[config.mk]
export PLATFORM = sky130hd
export DESIGN_NAME = slec_top
export DESIGN_NICKNAME = d
export VERILOG_FILES = /design/src/rtl/slec_pkg.sv /design/src/rtl/slec_top.sv
export SDC_FILE = /design/constraint.sdc
export NUM_CORES = 1
export LEC_CHECK = 0
export BUFFER_PORTS_ARGS = -buffer_cell sky130_fd_sc_hd__buf_2
export CAP_MARGIN = 30
export CORE_MARGIN = 5
export CORE_UTILIZATION = 26
export DETAILED_ROUTE_END_ITERATION = 8
export GPL_TIMING_DRIVEN = 0
export PLACE_DENSITY = 0.55
export SYNTH_ARGS = -nofsm -noshare
export SYNTH_HDL_FRONTEND = slang
export SYNTH_SLANG_ARGS = --single-unit
[constraint.sdc]
create_clock -name CLK -period 3.92 [get_ports CLK]
set_clock_uncertainty 0.05 [all_clocks]
set_input_delay 0.196 -clock CLK [delete_from_list [all_inputs] [get_ports CLK]]
set_output_delay 0.196 -clock CLK [all_outputs]
set_load 0.01 [all_outputs]
[src/rtl/slec_pkg.sv]
// lookup engine control package: offsets, reset values, field layouts
// assumes 12-bit byte addressing and 8-bit registers on the host port
package slec_pkg;

    // =========================================================
    // bus and widths
    localparam int ADDR_W    = 12;
    localparam int DATA_W    = 8;
    localparam int NUM_PORTS = 7;
    localparam int INDEX_W   = 10;
    localparam int AGE_W     = 11;

    // =========================================================
    // register offsets
    localparam logic [11:0] OFS_CTRL_A     = 12'h310;
    localparam logic [11:0] OFS_CTRL_B     = 12'h311;
    localparam logic [11:0] OFS_CTRL_C     = 12'h312;
    localparam logic [11:0] OFS_AGE_PERIOD = 12'h313;

    // =========================================================
    // reset values
    localparam logic [7:0] RST_CTRL_A      = 8'h61;
    localparam logic [7:0] RST_CTRL_B      = 8'h0c;
    localparam logic [1:0] RST_FLUSH_SCOPE = 2'h0;
    localparam logic [7:0] RST_AGE_PERIOD  = 8'h4b;

    // =========================================================
    // field layouts and codes
    localparam int FLUSH_SCOPE_LSB = 2;
    localparam int MAC_MCAST_BIT   = 40;

    localparam logic [1:0] HASH_CRC = 2'h1;
    localparam logic [1:0] HASH_XOR = 2'h2;

    localparam logic [1:0] SCOPE_NONE   = 2'h0;
    localparam logic [1:0] SCOPE_DYN    = 2'h1;
    localparam logic [1:0] SCOPE_STATIC = 2'h2;
    localparam logic [1:0] SCOPE_BOTH   = 2'h3;

    // crc-10 generator polynomial and seed for the table index hash
    localparam logic [9:0] CRC_POLY = 10'h233;
    localparam logic [9:0] CRC_SEED = 10'h3ff;

    typedef struct packed {
        logic       vlan_en;
        logic       drop_invalid;
        logic [2:0] age_count;
        logic       rsvd_mcast_en;
        logic [1:0] dynamic_index_select;
    } slec_ctrl_a_t;

    typedef struct packed {
        logic unicast_learn_dis;
        logic self_filter_en;
        logic flush_all;
        logic flush_mstp;
        logic mcast_sa_forward;
        logic aging_en;
        logic fast_aging;
        logic link_down_flush;
    } slec_ctrl_b_t;

    typedef struct packed {
        logic valid;
        logic drop;
        logic to_host;
        logic learn;
    } slec_verdict_t;

    typedef enum logic {FL_IDLE, FL_BUSY} slec_flush_state_t;

endpackage : slec_pkg

[src/rtl/slec_top.sv]
// lookup engine control registers and the decisions they steer
// assumes packet, link and flush inputs come from logic on CLK
//
// Overview of operation
// - control a bit 7 is the vlan master enable, resets off.
// - bit 6 set drops invalid vlan id packets, clear sends them to host.
// - enabled unknown vlan id forwarding overrides the bit 6 choice.
// - bits 5:3 age count, reset 100, copied into updated dynamic entries.
// - aging time equals age count times age period seconds, period 0x4b.
// - bit 2 enables reserved multicast table lookups, resets off.
// - index select 00 or 11 uses ten low destination address bits.
// - index select 01 uses crc hash, 10 xor hash, resets 01.
// - control b bit 7 set stops unicast source learning, resets 0.
// - self filter drops packets whose source equals the switch address.
// - self filter acts only on ports with their own enable set.
// - writing 1 to bit 5 starts a self-clearing table flush.
// - both flush triggers remove only entries of the chosen scope.
// - flush scope 00 none, 01 dynamic, 10 static, 11 both.
// - writing 1 to bit 4 flushes matching spanning tree entries.
// - bit 3 set forwards multicast source packets, clear drops; reset 1.
// - bit 2 enables table aging, resets on.
// - bit 1 enables fast aging, resets off.
// - bit 0 set makes a port link loss flush that port's entries.
//
// Added by the designer: the strobed register port.
`timescale 1ns/1ps

module slec_top
    import slec_pkg::*;
(
    input  wire logic                 CLK,
    input  wire logic                 ARST_N,
    input  wire logic [ADDR_W-1:0]    ADDR,
    input  wire logic [DATA_W-1:0]    WR_DATA,
    input  wire logic                 WR_STB,
    input  wire logic                 RD_STB,
    output logic      [DATA_W-1:0]    RD_DATA,
    input  wire logic [47:0]          SWITCH_MAC,
    input  wire logic                 PKT_VALID,
    input  wire logic [47:0]          PKT_SRC_MAC,
    input  wire logic [47:0]          PKT_DST_MAC,
    input  wire logic                 PKT_SELF_FILTER_EN,
    input  wire logic                 PKT_VID_INVALID,
    input  wire logic                 UNKNOWN_VID_FWD_EN,
    output slec_verdict_t             VERDICT,
    output logic      [INDEX_W-1:0]   DYN_INDEX,
    output logic                      VLAN_ENABLE,
    output logic                      RSVD_MCAST_EN,
    output logic      [2:0]           AGE_COUNT,
    output logic      [AGE_W-1:0]     AGE_TIME_SEC,
    output logic                      AGING_EN,
    output logic                      FAST_AGING,
    input  wire logic [NUM_PORTS-1:0] LINK_UP,
    output logic      [NUM_PORTS-1:0] LINK_FLUSH_PORTS,
    output logic                      FLUSH_REQ,
    output logic                      FLUSH_MSTP_ONLY,
    output logic                      FLUSH_DYNAMIC,
    output logic                      FLUSH_STATIC,
    input  wire logic                 FLUSH_DONE
);

    // =========================================================
    // declarations
    slec_ctrl_a_t      ctrl_a;
    slec_ctrl_b_t      ctrl_b;
    logic [1:0]        flush_scope;
    logic [7:0]        age_period;
    slec_flush_state_t flush_state;
    logic              cur_all;
    logic [NUM_PORTS-1:0] link_prev;

    logic wr_a;
    logic wr_b;
    logic wr_c;
    logic wr_p;
    logic set_all;
    logic set_mstp;
    logic clr_all;
    logic clr_mstp;
    logic start_flush;
    logic self_hit;
    logic mcast_sa;
    logic vid_drop;
    logic vid_host;
    logic next_drop;
    logic [INDEX_W-1:0] next_index;

    assign wr_a = WR_STB && (ADDR == OFS_CTRL_A);
    assign wr_b = WR_STB && (ADDR == OFS_CTRL_B);
    assign wr_c = WR_STB && (ADDR == OFS_CTRL_C);
    assign wr_p = WR_STB && (ADDR == OFS_AGE_PERIOD);

    // =========================================================
    // hash functions
    function automatic logic [INDEX_W-1:0] slec_crc10(
        input logic [47:0] d
    );
        logic [9:0] c;
        logic       fb;
        c = CRC_SEED;
        fb = 1'b0;
        for (int i = 47; i >= 0; i--) begin
            fb = c[9] ^ d[i];
            c  = {c[8:0], 1'b0} ^ (fb ? CRC_POLY : 10'h000);
        end
        return c;
    endfunction : slec_crc10

    function automatic logic [INDEX_W-1:0] slec_xor10(
        input logic [47:0] d
    );
        return d[9:0] ^ d[19:10] ^ d[29:20] ^ d[39:30]
               ^ {2'h0, d[47:40]};
    endfunction : slec_xor10

    // =========================================================
    // control register a
    always_ff @(posedge CLK or negedge ARST_N) begin
        if (!ARST_N) begin
            ctrl_a <= slec_ctrl_a_t'(RST_CTRL_A);
        end else if (wr_a) begin
            ctrl_a <= slec_ctrl_a_t'(WR_DATA);
        end
    end

    // =========================================================
    // control register b, one process owns the whole struct
    // self-clearing flush triggers; a new write wins over completion
    assign set_all  = wr_b && WR_DATA[5];
    assign set_mstp = wr_b && WR_DATA[4];

    always_ff @(posedge CLK or negedge ARST_N) begin
        if (!ARST_N) begin
            ctrl_b <= slec_ctrl_b_t'(RST_CTRL_B);
        end else begin
            if (wr_b) begin
                ctrl_b.unicast_learn_dis <= WR_DATA[7];
                ctrl_b.self_filter_en    <= WR_DATA[6];
                ctrl_b.mcast_sa_forward  <= WR_DATA[3];
                ctrl_b.aging_en          <= WR_DATA[2];
                ctrl_b.fast_aging        <= WR_DATA[1];
                ctrl_b.link_down_flush   <= WR_DATA[0];
            end
            ctrl_b.flush_all  <= (ctrl_b.flush_all && !clr_all)
                                 || set_all;
            ctrl_b.flush_mstp <= (ctrl_b.flush_mstp && !clr_mstp)
                                 || set_mstp;
        end
    end

    // =========================================================
    // control register c and age period
    always_ff @(posedge CLK or negedge ARST_N) begin
        if (!ARST_N) begin
            flush_scope <= RST_FLUSH_SCOPE;
        end else if (wr_c) begin
            flush_scope <= WR_DATA[FLUSH_SCOPE_LSB +: 2];
        end
    end

    always_ff @(posedge CLK or negedge ARST_N) begin
        if (!ARST_N) begin
            age_period <= RST_AGE_PERIOD;
        end else if (wr_p) begin
            age_period <= WR_DATA;
        end
    end

    // =========================================================
    // read port, data one cycle after the strobe
    always_ff @(posedge CLK or negedge ARST_N) begin
        if (!ARST_N) begin
            RD_DATA <= 8'h00;
        end else if (RD_STB) begin
            case (ADDR)
                OFS_CTRL_A:     RD_DATA <= ctrl_a;
                OFS_CTRL_B:     RD_DATA <= ctrl_b;
                OFS_CTRL_C:     RD_DATA <= {4'h0, flush_scope, 2'h0};
                OFS_AGE_PERIOD: RD_DATA <= age_period;
                default:        RD_DATA <= 8'h00;
            endcase
        end else begin
            RD_DATA <= 8'h00;
        end
    end

    // =========================================================
    // flush sequencer
    // a full flush is served first; a pending stp flush follows it
    assign start_flush = (flush_state == FL_IDLE)
                         && (ctrl_b.flush_all || ctrl_b.flush_mstp);

    always_comb begin
        clr_all  = 1'b0;
        clr_mstp = 1'b0;
        if (start_flush && flush_scope == SCOPE_NONE) begin
            // empty scope: nothing can be removed, finish at once
            clr_all  = ctrl_b.flush_all;
            clr_mstp = ctrl_b.flush_mstp;
        end else if (flush_state == FL_BUSY && FLUSH_DONE) begin
            clr_all  = cur_all;
            clr_mstp = !cur_all;
        end
    end

    always_ff @(posedge CLK or negedge ARST_N) begin
        if (!ARST_N) begin
            flush_state     <= FL_IDLE;
            cur_all         <= 1'b0;
            FLUSH_REQ       <= 1'b0;
            FLUSH_MSTP_ONLY <= 1'b0;
            FLUSH_DYNAMIC   <= 1'b0;
            FLUSH_STATIC    <= 1'b0;
        end else begin
            case (flush_state)
                FL_IDLE: begin
                    if (start_flush && flush_scope != SCOPE_NONE) begin
                        flush_state     <= FL_BUSY;
                        cur_all         <= ctrl_b.flush_all;
                        FLUSH_REQ       <= 1'b1;
                        FLUSH_MSTP_ONLY <= !ctrl_b.flush_all;
                        FLUSH_DYNAMIC   <= (flush_scope == SCOPE_DYN)
                            || (flush_scope == SCOPE_BOTH);
                        FLUSH_STATIC    <= (flush_scope == SCOPE_STATIC)
                            || (flush_scope == SCOPE_BOTH);
                    end
                end
                FL_BUSY: begin
                    if (FLUSH_DONE) begin
                        flush_state     <= FL_IDLE;
                        FLUSH_REQ       <= 1'b0;
                        FLUSH_MSTP_ONLY <= 1'b0;
                        FLUSH_DYNAMIC   <= 1'b0;
                        FLUSH_STATIC    <= 1'b0;
                    end
                end
                default: begin
                    flush_state <= FL_IDLE;
                    FLUSH_REQ   <= 1'b0;
                end
            endcase
        end
    end

    // =========================================================
    // link down flush
    // previous state resets to down so reset never looks like a drop
    always_ff @(posedge CLK or negedge ARST_N) begin
        if (!ARST_N) begin
            link_prev        <= '0;
            LINK_FLUSH_PORTS <= '0;
        end else begin
            link_prev        <= LINK_UP;
            LINK_FLUSH_PORTS <= ctrl_b.link_down_flush
                                ? (link_prev & ~LINK_UP)
                                : '0;
        end
    end

    // =========================================================
    // packet verdict
    assign mcast_sa = PKT_SRC_MAC[MAC_MCAST_BIT];
    assign self_hit = ctrl_b.self_filter_en && PKT_SELF_FILTER_EN
                      && (PKT_SRC_MAC == SWITCH_MAC);
    // unknown vid forwarding owns the packet when it is on
    assign vid_drop = ctrl_a.vlan_en && PKT_VID_INVALID
                      && !UNKNOWN_VID_FWD_EN
                      && ctrl_a.drop_invalid;
    assign vid_host = ctrl_a.vlan_en && PKT_VID_INVALID
                      && !UNKNOWN_VID_FWD_EN
                      && !ctrl_a.drop_invalid;
    assign next_drop = self_hit || vid_drop
                       || (mcast_sa && !ctrl_b.mcast_sa_forward);

    always_ff @(posedge CLK or negedge ARST_N) begin
        if (!ARST_N) begin
            VERDICT <= '0;
        end else begin
            VERDICT.valid   <= PKT_VALID;
            VERDICT.drop    <= PKT_VALID && next_drop;
            VERDICT.to_host <= PKT_VALID && !next_drop && vid_host;
            VERDICT.learn   <= PKT_VALID && !next_drop && !mcast_sa
                               && !ctrl_b.unicast_learn_dis;
        end
    end

    // =========================================================
    // dynamic table index
    always_comb begin
        case (ctrl_a.dynamic_index_select)
            HASH_CRC: next_index = slec_crc10(PKT_DST_MAC);
            HASH_XOR: next_index = slec_xor10(PKT_DST_MAC);
            default:  next_index = PKT_DST_MAC[INDEX_W-1:0];
        endcase
    end

    always_ff @(posedge CLK or negedge ARST_N) begin
        if (!ARST_N) begin
            DYN_INDEX <= '0;
        end else begin
            DYN_INDEX <= next_index;
        end
    end

    // =========================================================
    // aging and table settings toward the lookup engine
    always_ff @(posedge CLK or negedge ARST_N) begin
        if (!ARST_N) begin
            AGE_TIME_SEC <= '0;
        end else begin
            AGE_TIME_SEC <= AGE_W'(ctrl_a.age_count)
                            * AGE_W'(age_period);
        end
    end

    assign VLAN_ENABLE   = ctrl_a.vlan_en;
    assign RSVD_MCAST_EN = ctrl_a.rsvd_mcast_en;
    assign AGE_COUNT     = ctrl_a.age_count;
    assign AGING_EN      = ctrl_b.aging_en;
    assign FAST_AGING    = ctrl_b.fast_aging;

endmodule : slec_top

==> results of run 1 <==
[through the flow]
stage                     instance area [um2]  utilization (%)
after floorplan                          5620                -
after global placement                   7100             33.6
after detailed placement                 7130             33.7
after CTS                                7500             35.5
after global routing                     7510             35.5
final                                    7510             35.5
[per-layer routing]
layer,GRT usage [%],vias up,wire length [um]
met3,2.83,12,936
met2,21.4,117,7790
met4,2.95,2,134
met1,17.0,2029,7080
li1,-,2195,-
met5,0,-,7
[cells in the mapped netlist, types with 2 or more instances]
library cell	count	area, um2
sky130_fd_sc_hd__nand4_1	3	18.8
sky130_fd_sc_hd__xor2_1	53	464
sky130_fd_sc_hd__o21ai_1	3	15.0
sky130_fd_sc_hd__xnor2_1	87	762
sky130_fd_sc_hd__nand2_1	36	135
sky130_fd_sc_hd__clkbuf_1	11	41.3
sky130_fd_sc_hd__nor2b_1	2	12.5
sky130_fd_sc_hd__xnor2_2	2	32.5
sky130_fd_sc_hd__inv_1	22	82.6
sky130_fd_sc_hd__xnor3_2	2	47.6
sky130_fd_sc_hd__xnor2_4	2	55.1
sky130_fd_sc_hd__dfrtp_1	70	1750
sky130_fd_sc_hd__o21ai_0	19	95.1
sky130_fd_sc_hd__nand3_1	6	30.0
sky130_fd_sc_hd__mux2_2	31	349
sky130_fd_sc_hd__xnor3_1	16	360
sky130_fd_sc_hd__a22oi_1	16	120
sky130_fd_sc_hd__and3_1	2	12.5
sky130_fd_sc_hd__and2_1	9	56.3
sky130_fd_sc_hd__a21oi_1	3	15.0
sky130_fd_sc_hd__nor4_1	13	81.3
sky130_fd_sc_hd__xor3_1	4	95.1
sky130_fd_sc_hd__a21o_1	6	45.0
sky130_fd_sc_hd__dfstp_2	9	236
sky130_fd_sc_hd__nor3_1	6	30.0
sky130_fd_sc_hd__nor2_1	17	63.8
sky130_fd_sc_hd__fa_1	7	140
sky130_fd_sc_hd__nand2b_1	2	12.5
sky130_fd_sc_hd__buf_4	3	22.5
sky130_fd_sc_hd__and3b_1	7	61.3
sky130_fd_sc_hd__mux4_2	2	45.0
sky130_fd_sc_hd__ha_1	12	150
[critical path, stage by stage (launching register included)]
cell	delay [ns]
sky130_fd_sc_hd__dfstp_2	0.53
sky130_fd_sc_hd__clkbuf_1	0.33
sky130_fd_sc_hd__nand2_1	0.12
sky130_fd_sc_hd__fa_1	0.44
sky130_fd_sc_hd__inv_1	0.06
sky130_fd_sc_hd__ha_1	0.17
sky130_fd_sc_hd__inv_1	0.07
sky130_fd_sc_hd__fa_1	0.45
sky130_fd_sc_hd__nor2b_1	0.12
sky130_fd_sc_hd__o21ai_0	0.10
sky130_fd_sc_hd__a21boi_0	0.26
sky130_fd_sc_hd__o21a_1	0.17
sky130_fd_sc_hd__o21ai_0	0.08
sky130_fd_sc_hd__nand2b_1	0.08
sky130_fd_sc_hd__a21o_1	0.10
[power by group through the flow]
stage	clock network, mW	registers [mW]	logic, mW
2_1_floorplan	0	0.855	1.06
3_3_place_gp	0	0.852	1.39
3_5_place_dp	0	0.852	1.40
4_1_cts	0.791	0.837	1.42
5_1_grt	0.826	0.838	1.51
6_report	0.757	0.837	1.41
[kinds of logic after synthesis]
family                   synth area share (%)
AO/OA/AOI/OAI                            6.36
AND/OR/NAND/NOR                          10.1
XOR/XNOR                                 33.2
multiplexers                             7.01
buffers and inverters                    2.80
flip-flops                               35.4
adder cells (fa/ha/maj)                  5.16
[layout make-up]
cell class | count | area [um2]
multi-input combinational | 383 | 3480
inverter | 22 | 82.6
clock buffer | 10 | 229
clock inverter | 6 | 37.5
tap | 275 | 344
buffer | 15 | 75.1
timing repair buffer | 238 | 1270
fill | 2203 | 13600
antenna | 1 | 2.50
sequential | 79 | 1990
[worst min path at each step]
stage | to | cells past startpoint
4_1_cts | VERDICT[0]$_DFF_PN0_ | 2
3_3_place_gp | link_prev[4]$_DFF_PN0_ | 1
2_1_floorplan | AGE_COUNT[0]$_DFFE_PN0P_ | 0
6_report | VERDICT[0]$_DFF_PN0_ | 2
5_1_grt | VERDICT[0]$_DFF_PN0_ | 2
3_5_place_dp | AGE_TIME_SEC[5]$_DFF_PN0_ | 1
[state kept, by name, indices dropped and copies added (netlist names), 3 cells and up]
register / flops
AGE_TIME_SEC: 11
DYN_INDEX: 10
RD_DATA: 8
age_period: 8
LINK_FLUSH_PORTS: 7
link_prev: 7
ctrl_b: 6
VERDICT: 4
AGE_COUNT: 3
ctrl_a: 3
==> flow_summary.toml, run 1 <==
[critical_path]
rr_startpoint = "AGE_COUNT[2]$_DFFE_PN1P_"
critPathArrivalTime_ns = 3.41
worstReg2RegEnd = "AGE_TIME_SEC[10]$_DFF_PN0_"
rrSetupSlack_ns = 0.73
maximum_net_fanout_on_the_critical_path = 10
timing.critical_path.required_ns = 4.15
cp-start-kind = "register"
timing.setup.critical_path_class = "reg -> reg"
critPathLaunch = "AGE_COUNT[2]$_DFFE_PN1P_"
reg2reg_depth = 14
category_of_the_worst_setup_path_capture_point = "register"
capturing_element_of_the_worst_setup_path = "AGE_TIME_SEC[10]$_DFF_PN0_"

[job]
max_cap_violations = 0

[clocking]
ctsLongestPathBuffers = 2
cts_buffers = 9
tritoncts_num_sinks = 79
clk-insertion-delay-late_ns = 0.34
post_cts_setup_buffer_count = 0
cts_htree_levels = 3
cts-resized-gates = 0
cts-root-buf = "sky130_fd_sc_hd__clkbuf_16"
tritoncts = "built"
cts.clk_slew.worst_paths_ns = 0.06
postCtsHoldBufs = 11

[logic_synthesis]
synth_seq_area_share_pct = 35.4
netlist-cell-type-count = 48
postSynthNetCount = 698
ys_seq_elements = 79
synth_ff_type = "sky130_fd_sc_hd__dfrtp_1"
synth-edff-count = 0
syn-cell-area_um2 = 5620
post_synth.cell_area_avg_um2 = 11.3
ys_async_sr_fraction_pct = 100
ys.warnings.count = 0
synth_cells = 499

[finish]
drive_above_1_share_pct = 39.8
mostFrequentLayoutCell = "sky130_fd_sc_hd__buf_2"
most_frequent_cells_in_the_layout = "sky130_fd_sc_hd__buf_2 (225), sky130_fd_sc_hd__xnor2_1 (87), sky130_fd_sc_hd__dfrtp_1 (70)"
flow.area_growth_from_synthesis_pct = 33.5
stdcell_count = 1029
final_nets = 947

[timing]
maxSlewViolCount = 0
final.setup.tns_ns = 0
achievable-frequency_mhz = 314
setup_violations = 0
setup_ws_ns = 0.733
final-hold-violation-count = 0
worst_slew_pin_slew_ns = 0.829
final_period_minus_worst_setup_slack_ns = 3.19
post-route-period-util_pct = 81.3
rsz0062_at_grt = "no"
slew_headroom_pct = 44.4
whs_ns = 0.0251

[outcome]
run_status = "complete, no violations"

[placement]
globalplace.congestion = 0.848
placed_cells_incl_taps = 1001
port_buffers = 226
placement.setup.worst_slack_ns = 0.734
dp_hpwl_mm = 13.4

[pwr]
share_comb_of_total_power_pct = 46.9
fin_total_pwr_mw = 3.00
internal_power_mw = 2.06
power_per_cell_area_nw_per_um2 = 400
ir_drop_mv = 0.286
seq_power_share_pct = 27.9
switching_share_pct = 31.4
net-switching-power_uw = 943
power_leakage_nw = 3.82
share_clk_of_total_power_pct = 25.2

[route]
route.detailed.drc = 0
vias_cell = 4.23
via_count = 4355
detail-route-antenna-nets = 0
drt_iter0_markers = 116
route.detailed.wl_per_inst_um = 15.5
detailedRoute.firstPassIterationCount = 4
drt-total-wl_mm = 16.0

[global_route]
number_of_antenna_violations_at_the_first_check_in_global_routing = 2
first_global_vias = 4480
global_route.usage.total_pct = 12.8
wire_length_of_the_first_global_routing_pass_mm = 24.5
grt-ovfl-total = 0
grt_max_degree = 66

[floorplan]
placeable_core_region_um2 = 21200
die_y_um = 157
floorplan.die_area_um2 = 24700
num_io_pins = 231
std_cell_rows = 53
dieWidth_um = 157
initial_core_util_pct = 26.6

[hold_path]
worst_hold_start = "PKT_SRC_MAC[40]"
worst_hold_path_type = "in -> reg"
Note: power is estimated with default switching activity, not from simulation.
==> run 2, diff against run 1 <==
==> constraint.sdc (replaced) <==
create_clock -name CLK -period 3 [get_ports CLK]
set_clock_uncertainty 0.05 [all_clocks]
set_input_delay 0.15 -clock CLK [delete_from_list [all_inputs] [get_ports CLK]]
set_output_delay 0.15 -clock CLK [all_outputs]
set_load 0.01 [all_outputs]
==> flow_summary.toml, run 2 (synthesis gave the netlist of run 1 again) <==
[global_route]
grt-ovfl-total = 0
global_route.usage.total_pct = 12.8
number_of_antenna_violations_at_the_first_check_in_global_routing = 2
wire_length_of_the_first_global_routing_pass_mm = 24.6
grt_max_degree = 66
first_global_vias = 4489

[timing]
achievable-frequency_mhz = 363
maxSlewViolCount = 0
whs_ns = 0.0183
slew_headroom_pct = 43.6
rsz0062_at_grt = "no"
post-route-period-util_pct = 91.9
setup_violations = 0
worst_slew_pin_slew_ns = 0.841
final_period_minus_worst_setup_slack_ns = 2.76
final-hold-violation-count = 0

[critical_path]
critPathArrivalTime_ns = 2.94
rr_startpoint = "age_period[1]$_DFFE_PN1P_"
category_of_the_worst_setup_path_capture_point = "register"
timing.setup.critical_path_class = "reg -> reg"
critPathLaunch = "age_period[1]$_DFFE_PN1P_"
cp-start-kind = "register"
timing.critical_path.required_ns = 3.18
maximum_net_fanout_on_the_critical_path = 4

[floorplan]
placeable_core_region_um2 = 21200
die_y_um = 157
num_io_pins = 231
dieWidth_um = 157
initial_core_util_pct = 26.6
floorplan.die_area_um2 = 24700
std_cell_rows = 53

[placement]
globalplace.congestion = 0.848
dp_hpwl_mm = 13.4
port_buffers = 226
place_area_um2 = 7130

[finish]
flow.area_growth_from_synthesis_pct = 34.4
reg.largest.list = "AGE_TIME_SEC x11, DYN_INDEX x10"
final_nets = 950
post-route-util_pct = 35.7
stdcell_area_um2 = 7560
mostFrequentLayoutCell = "sky130_fd_sc_hd__buf_2"
drive_above_1_share_pct = 40.6
largest_register_ffs = 11
most_frequent_cells_in_the_layout = "sky130_fd_sc_hd__buf_2 (225), sky130_fd_sc_hd__xnor2_1 (87), sky130_fd_sc_hd__dfrtp_1 (68)"
max_flop_register = "AGE_TIME_SEC"

[route]
drt-total-wl_mm = 16.0
route.detailed.wl_per_inst_um = 15.5
via_count = 4409
route.detailed.drc = 0
detailedRoute.firstPassIterationCount = 4
detail-route-antenna-nets = 0
vias_cell = 4.27
drt_iter0_markers = 113

[clocking]
tritoncts = "built"
clk-insertion-delay-late_ns = 0.34
ctsLongestPathBuffers = 2
tritoncts_num_sinks = 79
cts.clk_slew.worst_paths_ns = 0.06
cts_buffers = 9
cts-root-buf = "sky130_fd_sc_hd__clkbuf_16"
cts_htree_levels = 3

[outcome]
run_status = "complete, no violations"

[pwr]
fin_total_pwr_mw = 3.92
power_leakage_nw = 3.84
ir_drop_mv = 0.373
power_per_cell_area_nw_per_um2 = 519

[hold_path]
worst_hold_start = "WR_DATA[3]"
worst_hold_path_type = "in -> reg"

[job]
max_cap_violations = 0
[run 2: cell types whose count changed in the layout (fill, tap and decap cells not counted), sizes merged]
cell,previous run,this run
clkbuf,21,18
buf,231,234
dlygate4sd3,11,14
[run 2: layout make-up]
type                    instances  area (um2)
well taps                     275         344
repair buffers                244        1320
fillers                      2204       13600
inverters                      22        82.6
clock inverters                 6        37.5
plain buffers                  12        63.8
multi-input cells             383        3480
flip-flops and latches         79        1990
clock buffers                  10         229
diodes                          1        2.50
[run 2: per-layer routing]
layer  global-route usage [%]  part of all wire, %
met4                     2.95                 0.83
met3                     2.83                  6.4
met5                        0                0.044
met1                     17.1                   44
met2                     21.4                   49
[run 2: worst paths after layout]
kind	slack [ns]	endpoint	cells past startpoint
worst max register to register	0.24	AGE_TIME_SEC[10]$_DFF_PN0_	13
min in group asynchronous	0.19	AGE_TIME_SEC[8]$_DFF_PN0_	2
worst min-delay path	0.02	ctrl_b[3]$_DFFE_PN1P_	3
worst max-delay path	0.24	AGE_TIME_SEC[10]$_DFF_PN0_	13
worst min register to register	0.43	LINK_FLUSH_PORTS[5]$_DFF_PN0_	1
max in group asynchronous	2.09	ctrl_a[0]$_DFFE_PN1P_	3
[run 2: critical path, cell delays in order, from the launching register on]
cell and delay [ns]:
sky130_fd_sc_hd__dfstp_2 0.58, sky130_fd_sc_hd__nand2_1 0.08, sky130_fd_sc_hd__fa_1 0.51, sky130_fd_sc_hd__inv_1 0.04, sky130_fd_sc_hd__ha_1 0.19, sky130_fd_sc_hd__inv_1 0.09
sky130_fd_sc_hd__fa_2 0.22, sky130_fd_sc_hd__nor2b_1 0.05, sky130_fd_sc_hd__o21ai_1 0.16, sky130_fd_sc_hd__a21boi_1 0.11, sky130_fd_sc_hd__o21a_1 0.21, sky130_fd_sc_hd__o21ai_1 0.12
sky130_fd_sc_hd__nand2b_1 0.06, sky130_fd_sc_hd__a21o_1 0.17
[run 2: per-stage QoR]
step	cells	setup slack [ns]	TNS, ns
floorplan	499	0.155	0
global placement	1000	-0.163	-0.386
detailed placement	1001	-0.186	-0.432
CTS	1028	0.0549	0
global route	1032	0.00869	0
finish	1032	0.242	0
[run 2: timing repair]
action	CTS	global route
resized for setup	0	7
pin swaps	0	3
hold buffers	14	0
endpoints found under the hold margin	84	0
endpoints found under the setup margin	3	3
buffers inserted	0	3
[run 2: report_power, final]
group	switching (mW)	internal (mW)
logic	0.789	1.05
registers	0.00861	1.09
clock network	0.435	0.555
total	1.23	2.69
==> run 3, diff against run 2 <==
--- a/config.mk
+++ b/config.mk
@@ -5,13 +5,12 @@
 export SDC_FILE = /design/constraint.sdc
 export NUM_CORES = 1
 export LEC_CHECK = 0
-export BUFFER_PORTS_ARGS = -buffer_cell sky130_fd_sc_hd__buf_2
 export CAP_MARGIN = 30
 export CORE_MARGIN = 5
 export CORE_UTILIZATION = 26
 export DETAILED_ROUTE_END_ITERATION = 8
+export DONT_BUFFER_PORTS = 1
 export GPL_TIMING_DRIVEN = 0
-export PLACE_DENSITY = 0.55
 export SYNTH_ARGS = -nofsm -noshare
 export SYNTH_HDL_FRONTEND = slang
 export SYNTH_SLANG_ARGS = --single-unit
==> flow_summary.toml, run 3 (synthesis gave the netlist of run 1 again) <==
[placement]
port_buffers = 0
placed_cells_incl_taps = 774
globalplace.congestion = 0.886
dp_hpwl_mm = 12.7

[pwr]
switching_share_pct = 30.5
fin_total_pwr_mw = 3.82
ir_drop_mv = 0.300
share_comb_of_total_power_pct = 43.1
net-switching-power_mw = 1.17
internal_power_mw = 2.66
power_per_cell_area_nw_per_um2 = 578
share_clk_of_total_power_pct = 28.1
seq_power_share_pct = 28.9
power_leakage_nw = 2.98

[floorplan]
dieWidth_um = 157
std_cell_rows = 53
num_io_pins = 231
placeable_core_region_um2 = 21200
initial_core_util_pct = 26.6
floorplan.die_area_um2 = 24700
die_y_um = 157

[finish]
max_flop_register = "AGE_TIME_SEC"
mostFrequentLayoutCell = "sky130_fd_sc_hd__xnor2_1"
reg.largest.list = "AGE_TIME_SEC x11, DYN_INDEX x10"
most_frequent_cells_in_the_layout = "sky130_fd_sc_hd__xnor2_1 (87), sky130_fd_sc_hd__dfrtp_1 (68), sky130_fd_sc_hd__xor2_1 (53)"
flow.area_growth_from_synthesis_pct = 17.5
final_nets = 741
multi_input_comb_area_um2 = 3480
number_of_inserted_filler_cells_in_the_final_layout = 2163
diodes = 0
stdcell_count = 822
largest_register_ffs = 11
register_area_um2 = 1990
drive_above_1_share_pct = 15.0

[clocking]
cts.clk_slew.worst_paths_ns = 0.07
tritoncts_num_sinks = 79
cts-root-buf = "sky130_fd_sc_hd__clkbuf_16"
cts_htree_levels = 3
cts_buffers = 9
tritoncts = "built"
ctsLongestPathBuffers = 2
clk-insertion-delay-late_ns = 0.34

[timing]
final.setup.tns_ns = 0
rsz0062_at_grt = "no"
achievable-frequency_mhz = 356
maxSlewViolCount = 0
post-route-period-util_pct = 93.6
whs_ns = -0.00907
slew_headroom_pct = 46.2
final_period_minus_worst_setup_slack_ns = 2.81
worst_slew_pin_slew_ns = 0.803
final-hold-violation-count = 2
setup_violations = 0

[global_route]
global_route.usage.total_pct = 12.3
use_met3_pct = 3.99
grt-ovfl-total = 0
number_of_antenna_violations_at_the_first_check_in_global_routing = 0
grt_util_met1_pct = 14.8
first_global_vias = 4178
busiest_layer = "met2"
grt_max_degree = 80
wire_length_of_the_first_global_routing_pass_mm = 23.7
global_route.usage.met2_pct = 21.4

[outcome]
run_status = "complete, but fails checks"
violations = "negative hold slack"

[route]
detail-route-antenna-nets = 0
route.detailed.wl_per_inst_um = 18.8
drt-total-wl_mm = 15.5
via_count = 3806
route.detailed.drc = 0
detailedRoute.firstPassIterationCount = 4
drt_iter0_markers = 155
vias_cell = 4.63

[critical_path]
timing.critical_path.slowest_stage_cell = "sky130_fd_sc_hd__dfstp_2"
crit_path_frequent_cell = "sky130_fd_sc_hd__a21oi_1"
cp-start-kind = "register"
critPathArrivalTime_ns = 3.03
cpPeakStageDelay_ns = 0.57
timing.critical_path.required_ns = 3.22
path_cells = "buf_4, nand2_1, fa_1, inv_1, ha_1, a21o_1, a21oi_1, o21ai_0, a21oi_1, o21bai_1, a21oi_1, xnor2_1"
maximum_net_fanout_on_the_critical_path = 6
timing.setup.critical_path_class = "reg -> reg"
category_of_the_worst_setup_path_capture_point = "register"

[job]
max_cap_violations = 0

[hold_path]
worst_hold_path_type = "in -> reg"
-- run 3: changes by cell type in the layout (fill, tap and decap cells not counted), moves of 2 or more --
cell                            change
sky130_fd_sc_hd__clkinv_2           -2
sky130_fd_sc_hd__dlygate4sd3_1     +16
sky130_fd_sc_hd__clkinvlp_4         -2
sky130_fd_sc_hd__inv_6              +3
sky130_fd_sc_hd__buf_2            -225
-- run 3: power by group through the flow --
| stage | Sequential (mW) | Combinational [mW] | Clock, mW |
|---|---|---|---|
| 2_1_floorplan | 1.12 | 1.39 | 0 |
| 3_3_place_gp | 1.12 | 1.59 | 0 |
| 3_5_place_dp | 1.12 | 1.58 | 0 |
| 4_1_cts | 1.10 | 1.66 | 1.12 |
| 5_1_grt | 1.11 | 1.77 | 1.14 |
| 6_report | 1.10 | 1.65 | 1.07 |
-- run 3: worst max-delay path: cells and delay by family (launching register included) --
| kind | cells | cell delay [ns] |
|---|---|---|
| flops | 1 | 0.57 |
| compound gates | 6 | 0.97 |
| simple gates | 1 | 0.06 |
| fa+ha+maj | 2 | 0.78 |
| xor+xnor | 1 | 0.13 |
| buf+inv | 2 | 0.17 |
-- run 3: metrics by stage --
step	util (%)	setup slack, ns	instance area, um2	hold slack (ns)
detailed placement	28.2	-0.212	5970	-0.194
CTS	31.1	0.0203	6570	0.000257
finish	31.2	0.191	6610	-0.00907
floorplan	-	0.155	5620	-0.196
global route	31.2	0.0196	6610	0.0120
global placement	28.2	-0.186	5970	-0.194
-- run 3: metal layers --
metal | vias up | part of all wire (%)
met5 | - | 0
met4 | 0 | 1.4
met3 | 18 | 9.2
met2 | 175 | 50
met1 | 1825 | 40
li1 | 1788 | -
-- run 3: path summary, 6_finish.rpt --
path / from / cells after the start / slack (ns) / endpoint
min in group asynchronous: ARST_N / 2 / 0.30 / AGE_TIME_SEC[9]$_DFF_PN0_
hold reg to reg: link_prev[6]$_DFF_PN0_ / 1 / 0.43 / LINK_FLUSH_PORTS[6]$_DFF_PN0_
max in group asynchronous: ARST_N / 2 / 2.22 / ctrl_a[0]$_DFFE_PN1P_
hold / removal: PKT_DST_MAC[2] / 2 / -0.009 / DYN_INDEX[2]$_DFF_PN0_
setup reg to reg: AGE_COUNT[2]$_DFFE_PN1P_ / 12 / 0.19 / AGE_TIME_SEC[9]$_DFF_PN0_
setup / recovery: AGE_COUNT[2]$_DFFE_PN1P_ / 12 / 0.19 / AGE_TIME_SEC[9]$_DFF_PN0_
-- run 3: area by class of cell --
cell class,instances,area share [%]
Multi-Input combinational cell,383,52.7
Sequential cell,79,30.1
Timing Repair Buffer,35,5.42
Buffer,12,0.966
Clock buffer,10,3.62
Clock inverter,6,0.757
Tap cell,275,5.21
Inverter,22,1.25
-- run 3: repair_timing --
| action | 4_1_cts | 5_1_grt |
|---|---|---|
| buffers inserted | 0 | 4 |
| endpoints found under the setup margin | 3 | 3 |
| hold buffers | 31 | 0 |
| pin swaps | 0 | 3 |
| resized for setup | 0 | 5 |
| hold endpoints to repair | 134 | 0 |
